==> config.mk <==
export PLATFORM = sky130hd
export DESIGN_NAME = blsrb_top
export DESIGN_NICKNAME = d
export VERILOG_FILES = /design/src/pkg/blsrb_pkg.sv /design/src/design/blsrb_sync.sv /design/src/design/blsrb_top.sv
export SDC_FILE = /design/constraint.sdc
export NUM_CORES = 1
export LEC_CHECK = 0
export BUFFER_PORTS_ARGS = -buffer_cell sky130_fd_sc_hd__buf_2
export CAP_MARGIN = 30
export CORE_MARGIN = 8
export CORE_UTILIZATION = 30
export DETAILED_ROUTE_END_ITERATION = 16
export PLACE_DENSITY = 0.45
export SYNTH_ARGS = -nofsm -noshare
export SYNTH_HDL_FRONTEND = slang
export SYNTH_HIERARCHICAL = 1
export SYNTH_SLANG_ARGS = --single-unit
==> constraint.sdc <==
create_clock -name clk -period 9.1 [get_ports clk]
set_input_delay 0.91 -clock clk [delete_from_list [all_inputs] [get_ports clk]]
set_output_delay 0.91 -clock clk [all_outputs]
set_load 0.01 [all_outputs]
==> src/pkg/blsrb_pkg.sv <==
// Functional notes
// - read: addr-write, command, addr-read, data back
// - write: addr-write, command, data stored
// - answer to address byte 0x58/0x59
// - read returns selected register, drive only then
// - brightness 256 levels, resets to 0xFF
// - brightness write ignored in PWM mode
// - brightness read ignores source selection
// - backlight on within 10 ms, off immediately
// - control bits 1,2 select operating mode
// - percent mode: brightness times duty percent
// - percent mode starts at 100 percent
// - absolute interpretation: duty ignored unless PWM mode
// - reserved control bits read zero, writes dropped
// - control resets 0x00: off, SMBus, percent
// - status bit 0 is OR of faults
// - status bit 1 shows thermal shutdown
// - status bit 3 follows backlight state
// - status bit 4: one string disabled
// - status bit 5: two strings disabled
// - status read-only, reserved zero, resets 0x00
// - over-temperature shuts down, restarts when clear
// - supply good enables, supply low shuts down
// - mode pins choose interface only; control bits choose dimming mode
// - string bits encode 00, 01, 11 fault count
package blsrb_pkg;
    localparam logic [6:0] BLSRB_DEV_ADDR = 7'h2C;
    localparam logic [7:0] BLSRB_ADDR_WR = 8'h58;
    localparam logic [7:0] BLSRB_ADDR_RD = 8'h59;
    localparam logic [7:0] BLSRB_REG_BRIGHT = 8'h00;
    localparam logic [7:0] BLSRB_REG_CTRL = 8'h01;
    localparam logic [7:0] BLSRB_REG_STATUS = 8'h02;
    localparam logic [7:0] BLSRB_BRIGHT_RST = 8'hFF;
    localparam logic [2:0] BLSRB_CTRL_RST = 3'h0;
    localparam int BLSRB_CTL_ON = 0;
    localparam int BLSRB_CTL_SEL = 1;
    localparam int BLSRB_CTL_MD = 2;
    localparam int BLSRB_ST_FAULT = 0;
    localparam int BLSRB_ST_THERM = 1;
    localparam int BLSRB_ST_OVCUR = 2;
    localparam int BLSRB_ST_BLON = 3;
    localparam int BLSRB_ST_ONE = 4;
    localparam int BLSRB_ST_MULTI = 5;
    localparam int BLSRB_CLK_HZ = 20000000;
    localparam int BLSRB_ON_DELAY_MS = 1;
    // on delay is a longest time: rounds down; kept well inside the 10 ms bound
    localparam int BLSRB_ON_CYCLES = BLSRB_CLK_HZ / 1000 * BLSRB_ON_DELAY_MS;
    localparam int BLSRB_DUTY_WIN = 256;
    localparam logic [7:0] BLSRB_DUTY_FULL = 8'hFF;

    typedef enum logic [1:0] {
        BLSRB_MODE_PCT,
        BLSRB_MODE_SMB,
        BLSRB_MODE_PWM
    } blsrb_mode_t;

    typedef struct packed {
        logic thermal;
        logic overCurrent;
        logic oneString;
        logic multiString;
        logic supplyGood;
    } blsrb_cond_t;
endpackage

==> src/design/blsrb_sync.sv <==
`timescale 1ns/1ps
// three-stage input synchroniser; a change counts when stages two and three agree
module blsrb_sync
    import blsrb_pkg::*;
#(
    parameter logic RESET_VAL = 1'b0
)
(
    input wire logic clk,
    input wire logic rstSync_n,
    input wire logic din,
    output logic dout
);
    logic s1;
    logic s2;
    logic s3;

    // first stage is read by the second only; reset to the pin's idle level
    always_ff @(posedge clk or negedge rstSync_n) begin
        if (!rstSync_n) begin
            s1 <= RESET_VAL;
            s2 <= RESET_VAL;
            s3 <= RESET_VAL;
        end else begin
            s1 <= din;
            s2 <= s1;
            s3 <= s2;
        end
    end

    // hold the accepted level until stages two and three agree
    always_ff @(posedge clk or negedge rstSync_n) begin
        if (!rstSync_n) begin
            dout <= RESET_VAL;
        end else if (s2 == s3) begin
            dout <= s3;
        end
    end
endmodule

==> src/design/blsrb_top.sv <==
`timescale 1ns/1ps
module blsrb_top
    import blsrb_pkg::*;
(
    input wire logic clk,
    input wire logic rst_n,
    input wire logic smbClkIn,
    input wire logic smbDataIn,
    output logic smbDataOut,
    output logic smbDataOe,
    input wire logic pwmIn,
    input wire logic mode_pin_a,
    input wire logic mode_pin_b,
    input wire logic thermalHot,
    input wire logic overCurrent,
    input wire logic supplyGood,
    input wire logic [7:0] stringOff,
    input wire logic [7:0] stringOpen,
    output logic [7:0] effBrightness,
    output logic backlightOn,
    output logic deviceEnable,
    output logic smbusSelected,
    output logic [7:0] statusOut
);
    logic rstMeta;
    logic rstSync_n;

    // reset released through two flops
    always_ff @(posedge clk or negedge rst_n) begin
        if (!rst_n) begin
            rstMeta <= 1'b0;
            rstSync_n <= 1'b0;
        end else begin
            rstMeta <= 1'b1;
            rstSync_n <= rstMeta;
        end
    end

    // pin inputs pass the three-stage synchroniser; bus pins reset high so reset makes no false edge
    localparam int NSYNC = 24;
    localparam logic [NSYNC-1:0] PIN_IDLE = 24'hC00000;
    logic [NSYNC-1:0] rawPins;
    logic [NSYNC-1:0] syncPins;
    assign rawPins = {smbClkIn, smbDataIn, pwmIn, thermalHot, overCurrent, supplyGood, mode_pin_a, mode_pin_b,
        stringOff, stringOpen};
    genvar gi;
    generate
        for (gi = 0; gi < NSYNC; gi++) begin : g_sync
            blsrb_sync #(
                .RESET_VAL(PIN_IDLE[gi])
            ) u_sync (
                .clk(clk),
                .rstSync_n(rstSync_n),
                .din(rawPins[gi]),
                .dout(syncPins[gi])
            );
        end
    endgenerate
    logic scl;
    logic sda;
    logic pwmS;
    blsrb_cond_t cond;
    assign scl = syncPins[23];
    assign sda = syncPins[22];
    assign pwmS = syncPins[21];
    assign cond.thermal = syncPins[20];
    assign cond.overCurrent = syncPins[19];
    assign cond.supplyGood = syncPins[18];
    // string flags are independent levels, so bitwise synchronising is safe
    assign cond.oneString = |syncPins[15:8];
    assign cond.multiString = ($countones(syncPins[7:0]) >= 2);

    logic sclPrev;
    logic sdaPrev;
    always_ff @(posedge clk or negedge rstSync_n) begin
        if (!rstSync_n) begin
            sclPrev <= 1'b1;
            sdaPrev <= 1'b1;
        end else begin
            sclPrev <= scl;
            sdaPrev <= sda;
        end
    end
    logic sclRise;
    logic sclFall;
    logic startCond;
    logic stopCond;
    assign sclRise = scl && !sclPrev;
    assign sclFall = !scl && sclPrev;
    assign startCond = scl && sclPrev && sdaPrev && !sda;
    assign stopCond = scl && sclPrev && !sdaPrev && sda;

    // serial engine
    typedef enum logic [2:0] {
        ST_IDLE, ST_ADDR, ST_CMD, ST_DATA, ST_SEND, ST_ACK, ST_RACK
    } blsrb_state_t;
    blsrb_state_t state;
    blsrb_state_t afterAck;
    logic [2:0] bitCnt;
    logic [7:0] shiftReg;
    logic [7:0] cmdIdx;
    logic gotCmd;
    logic ackPending;
    logic [7:0] brightness_level;
    logic [2:0] device_control;
    logic [7:0] fault_and_state;
    logic wrStrobe;
    logic [7:0] wrData;
    logic [7:0] readValue;

    // read path: current register contents, reserved bits zero
    always_comb begin
        readValue = 8'h00;
        unique case (cmdIdx)
            BLSRB_REG_BRIGHT: readValue = brightness_level;
            BLSRB_REG_CTRL: readValue = {5'h00, device_control};
            BLSRB_REG_STATUS: readValue = fault_and_state;
            default: readValue = 8'h00;
        endcase
    end

    // byte-level protocol: address, command, then data or repeated address
    always_ff @(posedge clk or negedge rstSync_n) begin
        if (!rstSync_n) begin
            state <= ST_IDLE;
            afterAck <= ST_IDLE;
            bitCnt <= 3'h0;
            shiftReg <= 8'h00;
            cmdIdx <= 8'h00;
            gotCmd <= 1'b0;
            ackPending <= 1'b0;
            wrStrobe <= 1'b0;
            wrData <= 8'h00;
            smbDataOut <= 1'b1;
            smbDataOe <= 1'b0;
        end else begin
            wrStrobe <= 1'b0;
            if (stopCond) begin
                state <= ST_IDLE;
                smbDataOe <= 1'b0;
                gotCmd <= 1'b0;
            end else if (startCond) begin
                state <= ST_ADDR;
                bitCnt <= 3'h0;
                smbDataOe <= 1'b0;
            end else begin
                unique case (state)
                    ST_IDLE: smbDataOe <= 1'b0;
                    ST_ADDR, ST_CMD, ST_DATA: begin
                        if (sclRise) begin
                            shiftReg <= {shiftReg[6:0], sda};
                            bitCnt <= bitCnt + 3'h1;
                            if (bitCnt == 3'h7) begin
                                ackPending <= 1'b1;
                            end
                        end
                        if (sclFall && ackPending) begin
                            ackPending <= 1'b0;
                            if (state == ST_ADDR) begin
                                if (shiftReg == BLSRB_ADDR_WR) begin
                                    afterAck <= gotCmd ? ST_DATA : ST_CMD;
                                    smbDataOut <= 1'b0;
                                    smbDataOe <= 1'b1;
                                    state <= ST_ACK;
                                end else if (shiftReg == BLSRB_ADDR_RD && gotCmd) begin
                                    afterAck <= ST_SEND;
                                    smbDataOut <= 1'b0;
                                    smbDataOe <= 1'b1;
                                    state <= ST_ACK;
                                end else begin
                                    state <= ST_IDLE;
                                end
                            end else if (state == ST_CMD) begin
                                cmdIdx <= shiftReg;
                                gotCmd <= 1'b1;
                                afterAck <= ST_DATA;
                                smbDataOut <= 1'b0;
                                smbDataOe <= 1'b1;
                                state <= ST_ACK;
                            end else begin
                                wrData <= shiftReg;
                                wrStrobe <= 1'b1;
                                afterAck <= ST_IDLE;
                                smbDataOut <= 1'b0;
                                smbDataOe <= 1'b1;
                                state <= ST_ACK;
                            end
                        end
                    end
                    ST_ACK: begin
                        // release after the ack clock; drive only in our cycles
                        if (sclFall) begin
                            bitCnt <= 3'h0;
                            if (afterAck == ST_SEND) begin
                                shiftReg <= {readValue[6:0], 1'b0};
                                smbDataOut <= readValue[7];
                                smbDataOe <= !readValue[7];
                                state <= ST_SEND;
                            end else begin
                                smbDataOe <= 1'b0;
                                state <= afterAck;
                            end
                        end
                    end
                    ST_SEND: begin
                        if (sclFall) begin
                            bitCnt <= bitCnt + 3'h1;
                            if (bitCnt == 3'h7) begin
                                smbDataOe <= 1'b0;
                                state <= ST_RACK;
                            end else begin
                                smbDataOut <= shiftReg[7];
                                smbDataOe <= !shiftReg[7];
                                shiftReg <= {shiftReg[6:0], 1'b0};
                            end
                        end
                    end
                    ST_RACK: begin
                        if (sclFall) begin
                            state <= ST_IDLE;
                        end
                    end
                    default: state <= ST_IDLE;
                endcase
            end
        end
    end

    blsrb_mode_t mode;
    // control bits pick the mode; select bit wins
    always_comb begin
        if (device_control[BLSRB_CTL_SEL]) begin
            mode = BLSRB_MODE_PWM;
        end else if (device_control[BLSRB_CTL_MD]) begin
            mode = BLSRB_MODE_SMB;
        end else begin
            mode = BLSRB_MODE_PCT;
        end
    end

    // mode pins: a high on either selects serial control; no open level is modelled
    logic pinsSmbus;
    assign pinsSmbus = syncPins[17] || syncPins[16];

    // register writes
    always_ff @(posedge clk or negedge rstSync_n) begin
        if (!rstSync_n) begin
            brightness_level <= BLSRB_BRIGHT_RST;
            device_control <= BLSRB_CTRL_RST;
        end else if (wrStrobe) begin
            if (cmdIdx == BLSRB_REG_BRIGHT && mode != BLSRB_MODE_PWM) begin
                brightness_level <= wrData;
            end
            if (cmdIdx == BLSRB_REG_CTRL) begin
                device_control <= wrData[2:0];
            end
        end
    end

    // duty measurement over a 256-sample window; 100 percent until first result
    logic [7:0] winCnt;
    logic [7:0] highCnt;
    logic [7:0] dutyMeas;
    logic pctPrev;
    always_ff @(posedge clk or negedge rstSync_n) begin
        if (!rstSync_n) begin
            pctPrev <= 1'b0;
            winCnt <= 8'h00;
            highCnt <= 8'h00;
            dutyMeas <= BLSRB_DUTY_FULL;
        end else begin
            pctPrev <= (mode == BLSRB_MODE_PCT);
            // a stale pwm-mode result must not leak into a fresh percent mode
            if (mode == BLSRB_MODE_SMB || (mode == BLSRB_MODE_PCT && !pctPrev)) begin
                winCnt <= 8'h00;
                highCnt <= 8'h00;
                dutyMeas <= BLSRB_DUTY_FULL;
            end else begin
                winCnt <= winCnt + 8'h01;
                if (winCnt == 8'hFF) begin
                    // 256 high samples would wrap to zero; saturate at full scale
                    dutyMeas <= (&highCnt) ? BLSRB_DUTY_FULL : highCnt + {7'h00, pwmS};
                    highCnt <= 8'h00;
                end else begin
                    highCnt <= highCnt + {7'h00, pwmS};
                end
            end
        end
    end

    // effective brightness per mode
    logic [15:0] scaled;
    logic [7:0] next_effBrightness;
    assign scaled = brightness_level * dutyMeas;
    always_comb begin
        next_effBrightness = brightness_level;
        unique case (mode)
            BLSRB_MODE_PWM: next_effBrightness = dutyMeas;
            BLSRB_MODE_SMB: next_effBrightness = brightness_level;
            BLSRB_MODE_PCT: next_effBrightness = (dutyMeas == BLSRB_DUTY_FULL) ? brightness_level
                                                                               : scaled[15:8];
        endcase
    end

    // backlight sequencing and shutdown
    localparam int ONW = $clog2(BLSRB_ON_CYCLES + 1);
    logic [ONW-1:0] onCnt;
    logic runOk;
    assign runOk = cond.supplyGood && !cond.thermal;
    always_ff @(posedge clk or negedge rstSync_n) begin
        if (!rstSync_n) begin
            onCnt <= '0;
            backlightOn <= 1'b0;
            deviceEnable <= 1'b0;
        end else begin
            deviceEnable <= runOk;
            if (!device_control[BLSRB_CTL_ON] || !runOk) begin
                onCnt <= '0;
                backlightOn <= 1'b0;
            end else if (onCnt == ONW'(BLSRB_ON_CYCLES - 1)) begin
                backlightOn <= 1'b1;
            end else begin
                onCnt <= onCnt + 1'b1;
            end
        end
    end

    // status follows live conditions, not latched
    always_ff @(posedge clk or negedge rstSync_n) begin
        if (!rstSync_n) begin
            fault_and_state <= 8'h00;
        end else begin
            fault_and_state <= 8'h00;
            fault_and_state[BLSRB_ST_THERM] <= cond.thermal;
            fault_and_state[BLSRB_ST_OVCUR] <= cond.overCurrent;
            fault_and_state[BLSRB_ST_BLON] <= backlightOn;
            fault_and_state[BLSRB_ST_ONE] <= cond.oneString || cond.multiString;
            fault_and_state[BLSRB_ST_MULTI] <= cond.multiString;
            fault_and_state[BLSRB_ST_FAULT] <= cond.thermal || cond.overCurrent
                || cond.oneString || cond.multiString;
        end
    end

    // registered outputs
    always_ff @(posedge clk or negedge rstSync_n) begin
        if (!rstSync_n) begin
            effBrightness <= 8'h00;
            smbusSelected <= 1'b0;
            statusOut <= 8'h00;
        end else begin
            effBrightness <= backlightOn ? next_effBrightness : 8'h00;
            smbusSelected <= pinsSmbus;
            statusOut <= fault_and_state;
        end
    end
endmodule

[Word-level counts from Yosys, hierarchy flattened]
Cells that the tools add are included.
Word-level totals
  register bits after elaboration: 212
  bits of input ports: 26
  output and inout bits: 21
  word-level logic and storage cells: 339
Operators by class
  add/sub/neg operators: 11
  multipliers: 1
  $lt $le $gt $ge: 1
  eq/ne operators: 63
  muxes and demuxes: 78
  bitwise logic cells: 4
  reduce and logical (&&, ||, !) cells: 57
Operators with widths (number)
  $mux 8: 13
  $pmux 8 s3: 3
  $mux 3: 17
  $mux 1: 37
  $mux 15: 2
  $reduce_and 5->1: 5
  $eq 1x1->1: 24
  $ne 4x4->1 const B: 6
  $ne 2x2->1 const B: 9
  $reduce_and 6->1: 3
  $eq 8x7->1 const B: 2
  $eq 8x8->1 const B: 2
  $mul 8x8->16: 1
  $reduce_and 8->1: 2
  $add 15x1->15 const B: 1
  $eq 15x15->1 const B: 1
  $eq 3x3->1 const B: 5
  $pmux 3 s5: 1
  $reduce_bool 2->1: 7
  $logic_and 1x1->1: 12
  $ne 3x3->1 const B: 4
  $logic_not 1->1: 10
  $pmux 3 s3: 1
  $reduce_and 9->1: 1
  30 further kinds: 46

[Logic depth before layout (Yosys ltp)]
Gate-level depths: netlist of the first run.
  word-level depth: 9
  mapped depth: 18
  depth with buffers taken out: 16

[Cells and area by module]
Netlist of the first run, hierarchy kept.
By module, submodules not included
  blsrb_top: instances 1, cells an instance 753, area an instance 7465.9 um^2, seq. area each 2926.6 um^2
  blsrb_sync (g_sync[0].u_sync ...): instances 22, cells an instance 5, area an instance 111.4 um^2, seq. area each 100.1 um^2
  blsrb_sync (g_sync[22].u_sync ...): instances 2, cells an instance 5, area an instance 116.4 um^2, seq. area each 105.1 um^2

[Worst setup path before layout of the first run]
Ideal clock, no wire load.
  kind: register to register
  start: reg dutyMeas[6]
  end: reg effBrightness[5]
  arrival time: 4.383 ns
  required time: 8.989 ns
  path slack: 4.606 ns
  cell stages (with the launch flop): 16
  period minus slack after synthesis: 4.494 ns
  cells stage by stage: dfstp_2 clkbuf_1 and2_1 fa_1 fa_1 fa_1 inv_1 fa_1 inv_1 ha_1 clkbuf_1 and3_1 nand4_1 nor2b_4 mux2i_1 a2111oi_2
Between the ends
  word-level cells in the longest chain between the ends: 4
  elaborated cells on any way between the ends: 5
  classes of those cells: mul (1); eq/ne (1); mux (3)
Ends and longest elaborated chain
  from (decl): line blsrb_top.sv:263  | logic [7:0] dutyMeas;
  from (signal assigned): line blsrb_top.sv:282  | dutyMeas <= (&highCnt) ? BLSRB_DUTY_FULL : highCnt + {7'h00, pwmS};
  $mul 8x8->16 or $eq 8x8->1 (tied branches): line blsrb_top.sv:294, blsrb_top.sv:300
  $mux 8 (*): line blsrb_top.sv:300  | BLSRB_MODE_PCT: next_effBrightness = (dutyMeas == BLSRB_DUTY_FULL) ? brightness_level
  $pmux 8 s3 (*): line blsrb_top.sv:297  | unique case (mode)
  $mux 8 (*): line blsrb_top.sv:351  | effBrightness <= backlightOn ? next_effBrightness : 8'h00;
  to (signal assigned): line blsrb_top.sv:351
  to (decl): line blsrb_top.sv:19  | output logic [7:0] effBrightness,
Every way passes the cells marked *; elsewhere a longest branch is shown, timed or not.
A chain may end at the register's enable or synchronous reset.

[Worst setup path after layout of the first run]
  start: reg brightness_level[0]
  end: reg effBrightness[5]
Between the ends
  word-level cells in the longest chain between the ends: 4
Ends and longest elaborated chain
  from (decl): line blsrb_top.sv:104  | logic [7:0] brightness_level;
  from (signal assigned): line blsrb_top.sv:252  | brightness_level <= wrData;
  $mul 8x8->16: line blsrb_top.sv:294  | assign scaled = brightness_level * dutyMeas;
  $mux 8: line blsrb_top.sv:300
  $pmux 8 s3: line blsrb_top.sv:297
  $mux 8: line blsrb_top.sv:351
Every way passes these cells.

==> results.json, run 1 <==
{
  "chipHeight_um": 200,
  "slew_viol_final": 0,
  "rr_endpoint": "effBrightness[5]",
  "worstMarginPinSlew_ns": 0.895,
  "dp_hpwl_um": 14700,
  "met1_usage_pct": 14.9,
  "drcViolationCount": 0,
  "synth_cells": 873,
  "clk_path_buf_depth": 3,
  "end_kind": "flop",
  "core_um2": 33400,
  "rsz0062_at_grt": "no",
  "detail-route-antenna-nets": 0,
  "htree_levels": 1,
  "drtPass1Iterations": 4,
  "drt-initial-drc-count": 277,
  "ys_seq_area_share_pct": 52.6,
  "cts_setup_buffers": 0,
  "initial_core_util_pct": 30.3,
  "die-area_um2": 40000,
  "min_path_type": "input pin to asynchronous set/reset pin",
  "finalCriticalPeriod_ns": 4.58,
  "syn_to_final_growth_pct": 14.6,
  "antenna_found_initial": 0,
  "cts_sinks": 212,
  "r2r-start": "brightness_level[0]",
  "root_buffer": "clkbuf_16",
  "fp-row-count": 67,
  "power.density_nw_per_um2": 201,
  "final_cell_mix": "dfrtp_1, nor2_1, inv_1",
  "die-width_um": 200,
  "port_buffers": 44,
  "cp.arrival_ns": 4.99,
  "finClkSkew_ns": 0.0132,
  "grt.busiest_layer": "met2",
  "vias": 6217,
  "p_leak_nw": 5.39,
  "critPathRequiredTime_ns": 9.50,
  "setup_viol": 0,
  "gp_congestion": 0.783,
  "synth_edf_count": 0,
  "clkSlewWorstSetupHoldPaths_ns": 0.06,
  "rrSetupSlack_ns": 4.52,
  "async_flop_share_pct": 100,
  "yosysWarnings": 6,
  "max-cap-violations": 0,
  "relSlewSlack_pct": 39.9,
  "ios": 47,
  "synth.cell_area_um2": 10100,
  "postCtsHoldBufs": 0,
  "post_dp_cell_area_um2": 10800,
  "met2_usage_pct": 17.8,
  "hold_viol_final": 0,
  "critPathLaunchType": "flop",
  "postSynthAreaPerCell_um2": 11.6,
  "final_common_cell": "dfrtp_1",
  "synthFlopType": "dfrtp_1",
  "wl_per_cell_um": 15.0,
  "synth_cell_types": 71,
  "cts_made_buffers": 25,
  "grt_pass1_wl_um": 35500,
  "grt_max_degree": 73,
  "stdcell_area_um2": 11600,
  "setup-tns-final_ns": 0,
  "overflow": 0,
  "ys_ff_latch": 212,
  "drive_above_1_share_pct": 18.5,
  "use_met3_pct": 1.39,
  "holdWs_ns": 0.160,
  "status": "finished, final reports clean",
  "fin_nets": 1024,
  "antenna_cells": 0,
  "drt-total-wl_um": 20800,
  "cp_max_fo": 10,
  "clk_latency_ns": 0.53,
  "cts_tree": "yes",
  "reg2reg_depth": 13,
  "cts-resized-gates": 0,
  "layout_worst_path_cycle_share_pct": 50.4,
  "fillers": 3325,
  "fin_total_pwr_mw": 2.33,
  "viasPerCell": 4.50,
  "fmax_mhz": 218,
  "ir_worst_vdd_v": 0.000113,
  "grt_use_total_pct": 10.9,
  "grt_pass1_vias": 6636,
  "critPathKind": "flop to flop"
}
routing by layer:
layer / wire (um) / vias to the layer above
met1: 9950 / 3071
met5: 0 / -
met4: 498 / 0
met2: 9620 / 92
met3: 717 / 33
li1: - / 3021
area by class of cell:
| cell class | count | area [um^2] | share of cell area, % |
|---|---|---|---|
| Sequential cell | 212 | 5340 | 46.0 |
| Multi-Input combinational cell | 562 | 4390 | 37.8 |
| Clock buffer | 36 | 697 | 5.99 |
| Tap cell | 448 | 561 | 4.82 |
| Timing Repair Buffer | 49 | 278 | 2.39 |
| Inverter | 67 | 251 | 2.16 |
| Clock inverter | 9 | 103 | 0.882 |
registers in the layout, summed over array words and instances, names as in the netlist, 15 cells and up:
register,cells
g_sync.u_sync/dout,24
g_sync.u_sync/s1,24
g_sync.u_sync/s2,24
g_sync.u_sync/s3,24
onCnt,15
critical path: stages (launching register included):
cell and delay [ns]:
dfstp_2 0.66, nand2_1 0.11, fa_1 0.52, fa_1 0.56, inv_1 0.06, fa_1 0.50
fa_1 0.49, ha_1 0.35, a21oi_2 0.16, a21bo_1 0.23, nand4_1 0.14, nor2b_4 0.22
mux2i_1 0.10, a2111oi_2 0.36
cells in the mapped netlist, drive strengths merged (2+ instances only):
| library cell | n | area, um^2 |
|---|---|---|
| a22o | 2 | 17.5 |
| nand3 | 19 | 100 |
| o21bai | 2 | 15.0 |
| or2 | 4 | 25.0 |
| inv | 67 | 251 |
| maj3 | 24 | 270 |
| nor3 | 16 | 100 |
| a2111oi | 4 | 41.3 |
| nand2 | 53 | 201 |
| o31ai | 2 | 15.0 |
| mux2i | 10 | 100 |
| nor4b | 2 | 17.5 |
| dfstp | 27 | 709 |
| o21a | 2 | 15.0 |
| xor2 | 15 | 131 |
| o21ai | 30 | 161 |
| clkbuf | 19 | 71.3 |
| and2 | 47 | 294 |
| fa | 39 | 781 |
| nor4 | 3 | 25.0 |
| a31oi | 4 | 25.0 |
| a211oi | 3 | 22.5 |
| mux2 | 27 | 308 |
| o311ai | 4 | 42.6 |
| xnor2 | 10 | 87.6 |
| a21o | 3 | 22.5 |
| a21oi | 49 | 257 |
| buf | 14 | 96.3 |
| nand3b | 3 | 22.5 |
| dfrtp | 185 | 4630 |
| nor2b | 7 | 51.3 |
| conb | 2 | 7.51 |
| nor2 | 75 | 282 |
| nand2b | 14 | 87.6 |
| nand4 | 7 | 58.8 |
| or3 | 7 | 43.8 |
| and3 | 12 | 75.1 |
| ha | 42 | 526 |
logic make-up (layout without fill, tap and decap cells):
kind of cell	Yosys count	in the layout	synth area share (%)
AO/OA/AOI/OAI	115	115	7.13
adder cells (fa/ha/maj)	105	105	15.5
multiplexers	37	37	4.02
AND/OR/NAND/NOR	277	277	14.4
other	2	3	0.0740
buffers and inverters	100	161	4.13
XOR/XNOR	25	25	2.16
flip-flops	212	212	52.6
how the worst max path moves through the flow:
| stage | from | endpoint | slack, ns | cells past startpoint |
|---|---|---|---|---|
| after global routing | brightness_level[0] | effBrightness[5] | 4.28 | 13 |
| after detailed placement | brightness_level[0] | effBrightness[5] | 4.52 | 13 |
| after CTS | brightness_level[0] | effBrightness[5] | 4.47 | 13 |
| after floorplan | rstSync_n | ackPending | 2.80 | 0 |
| after global placement | brightness_level[0] | effBrightness[5] | 4.62 | 13 |
| final | brightness_level[0] | effBrightness[5] | 4.52 | 13 |
power breakdown:
part / switching (mW) / internal, mW / total, mW
Combinational: 0.139 / 0.113 / 0.252
Sequential: 0.0852 / 1.03 / 1.11
Clock: 0.398 / 0.567 / 0.965
Total: 0.622 / 1.71 / 2.33
metrics by stage:
step / setup slack (ns) / util (%) / std cells
after floorplan: 2.80 / - / 874
after global placement: 4.62 / 32.3 / 1337
after detailed placement: 4.52 / 32.4 / 1338
after CTS: 4.47 / 34.8 / 1383
after global routing: 4.28 / 34.8 / 1383
final: 4.52 / 34.8 / 1383
(Power assumes the default switching activity.)
==> run 2: changes to the inputs <==
--- a/config.mk
+++ b/config.mk
@@ -10,7 +10,7 @@
 export CORE_MARGIN = 8
 export CORE_UTILIZATION = 30
 export DETAILED_ROUTE_END_ITERATION = 16
-export PLACE_DENSITY = 0.45
+export PLACE_DENSITY = 0.46
 export SYNTH_ARGS = -nofsm -noshare
 export SYNTH_HDL_FRONTEND = slang
 export SYNTH_HIERARCHICAL = 1
==> constraint.sdc (replaced) <==
create_clock -name clk -period 4.05 [get_ports clk]
set_input_delay 0.405 -clock clk [delete_from_list [all_inputs] [get_ports clk]]
set_output_delay 0.405 -clock clk [all_outputs]
set_load 0.01 [all_outputs]
==> run 2 against run 1 <==
The run now ends with negative setup slack left. First-iteration DRC count fell by 23%. Sequential share of layout area fell by 3.4 points. Register-to-register slack got worse by 4.7 ns. Worst hold slack improved by 0.045 ns. Global-route usage rose by 0.069 points. Wire length rose by 1.8%. Critical path type unchanged. Largest power group unchanged.
==> results.json, run 2 (synthesized netlist as in run 1, its figures left out) <==
{
  "wl_per_cell_um": 14.5,
  "cp.arrival_ns": 4.64,
  "grt.busiest_layer": "met2",
  "cp_slowest_cell": "dfstp_2",
  "end_kind": "flop",
  "drcViolationCount": 0,
  "clk_latency_ns": 0.53,
  "met1_usage_pct": 15.1,
  "critPathMaxStageDelay_ns": 0.60,
  "fin_total_pwr_mw": 5.36,
  "grt_pass1_vias": 7031,
  "drtPass1Iterations": 4,
  "gp_congestion": 0.808,
  "cts_tree": "yes",
  "drt-total-wl_um": 21200,
  "power.density_nw_per_um2": 427,
  "port_buffers": 44,
  "r2r-start": "dutyMeas[4]",
  "path_cells": "nand2_1 > fa_1 > fa_1 > inv_1 > fa_1 > fa_1 > ha_4 > a21oi_4 > a21bo_1 > nand4_1 > nor2b_4 > buf_4 > mux2_4 > nor3_2",
  "critPathRequiredTime_ns": 4.50,
  "fin_nets": 1106,
  "detail-route-antenna-nets": 0,
  "ios": 47,
  "met2_usage_pct": 17.8,
  "rsz0062_at_grt": "yes",
  "drt-initial-drc-count": 214,
  "ir_worst_vdd_v": 0.000341,
  "overflow": 0,
  "drive_above_1_share_pct": 26.4,
  "rr_endpoint": "effBrightness[4]",
  "use_met3_pct": 1.66,
  "setup_viol": 6,
  "finClkSkew_ns": 0.0117,
  "core_um2": 33400,
  "max-cap-violations": 0,
  "dp_hpwl_um": 14900,
  "clk_path_buf_depth": 3,
  "vias": 6522,
  "antenna_found_initial": 0,
  "root_buffer": "clkbuf_16",
  "slew_viol_final": 0,
  "grt_pass1_wl_um": 36000,
  "status": "finished, violations left",
  "viasPerCell": 4.45,
  "cts_sinks": 212,
  "clkSlewWorstSetupHoldPaths_ns": 0.06,
  "crit_top_cell": "fa_1",
  "cts_made_buffers": 25,
  "hold_viol_final": 0,
  "syn_to_final_growth_pct": 23.7,
  "critPathKind": "flop to flop",
  "critPathLaunch": "dutyMeas[4]",
  "violations": "negative setup slack",
  "stdcell_count": 1464,
  "worstMarginPinSlew_ns": 0.852,
  "fmax_mhz": 239,
  "cp_max_fo": 7,
  "layout_worst_path_cycle_share_pct": 103,
  "final_common_cell": "dfrtp_1",
  "htree_levels": 1,
  "finalCriticalPeriod_ns": 4.19,
  "setup-tns-final_ns": -0.472,
  "chipHeight_um": 200,
  "final_util_pct": 37.5,
  "grt_use_total_pct": 10.9,
  "final_cell_mix": "dfrtp_1, nor2_1, inv_1",
  "die-width_um": 200,
  "reg2reg_depth": 14,
  "p_leak_nw": 5.81,
  "holdWs_ns": 0.205,
  "min_path_type": "input pin to asynchronous set/reset pin",
  "relSlewSlack_pct": 42.6,
  "die-area_um2": 40000,
  "fp-row-count": 67,
  "place_inst": 1374,
  "grt_max_degree": 64,
  "setup.worst_path.end": "effBrightness[4]",
  "critPathLaunchType": "flop",
  "antenna_cells": 0,
  "initial_core_util_pct": 30.3,
  "rrSetupSlack_ns": -0.14,
  "layout_setup_ws_ns": -0.140
}
[run 2: critical path, delay by kind of cell (launching register included)]
family,cells,cell delay [ns]
mux,1,0.29
buf+inv,2,0.17
flops,1,0.60
compound gates,2,0.36
simple gates,4,0.51
fa+ha+maj,5,2.18
[run 2: per-layer routing]
layer | part of all wire, % | up-vias
met3 | 2.9 | 37
met5 | 0 | -
met1 | 49 | 3236
li1 | - | 3175
met2 | 46 | 74
met4 | 2.0 | 0
[run 2: metrics by stage]
stage          cell area (um^2)  setup WS (ns)
3_3_place_gp              11100         -0.282
6_report                  12600         -0.140
4_1_cts                   12500         -0.186
5_1_grt                   12600         -0.359
2_1_floorplan             10300         -0.102
3_5_place_dp              11100         -0.251
[run 2: report_power, final]
group | internal, mW | switching (mW) | total (mW) | leakage [nW]
combinational | 0.271 | 0.317 | 0.588 | 2.87
sequential | 2.31 | 0.190 | 2.50 | 2.54
clock | 1.36 | 0.908 | 2.27 | 0.399
[run 2: repair_timing]
action                                  in CTS  in global routing
setup buffers                               19                  2
endpoints found under the setup margin       7                  7
resized for setup                           26                 15
endpoints found under the hold margin       26                  0
hold buffers                                25                  0
pin swaps                                   20                 10
[run 2: final cells by class]
class                   instances  area, um^2
clock inverters                13         174
inverters                      67         251
repair buffers                131         976
well taps                     448         561
fillers                      3233       20900
multi-input cells             562        4590
flip-flops and latches        212        5340
clock buffers                  31         658
[run 2: worst min-delay path by stage]
stage,start,endpoint,slack [ns],depth (start not counted)
floorplan,rst_n,rstMeta,0.11,0
detailed placement,rst_n,rstMeta,0.19,1
CTS,rst_n,rstSync_n,0.16,2
global placement,rst_n,rstMeta,0.19,1
global route,rst_n,rstSync_n,0.17,2
finish,rst_n,rstSync_n,0.21,2
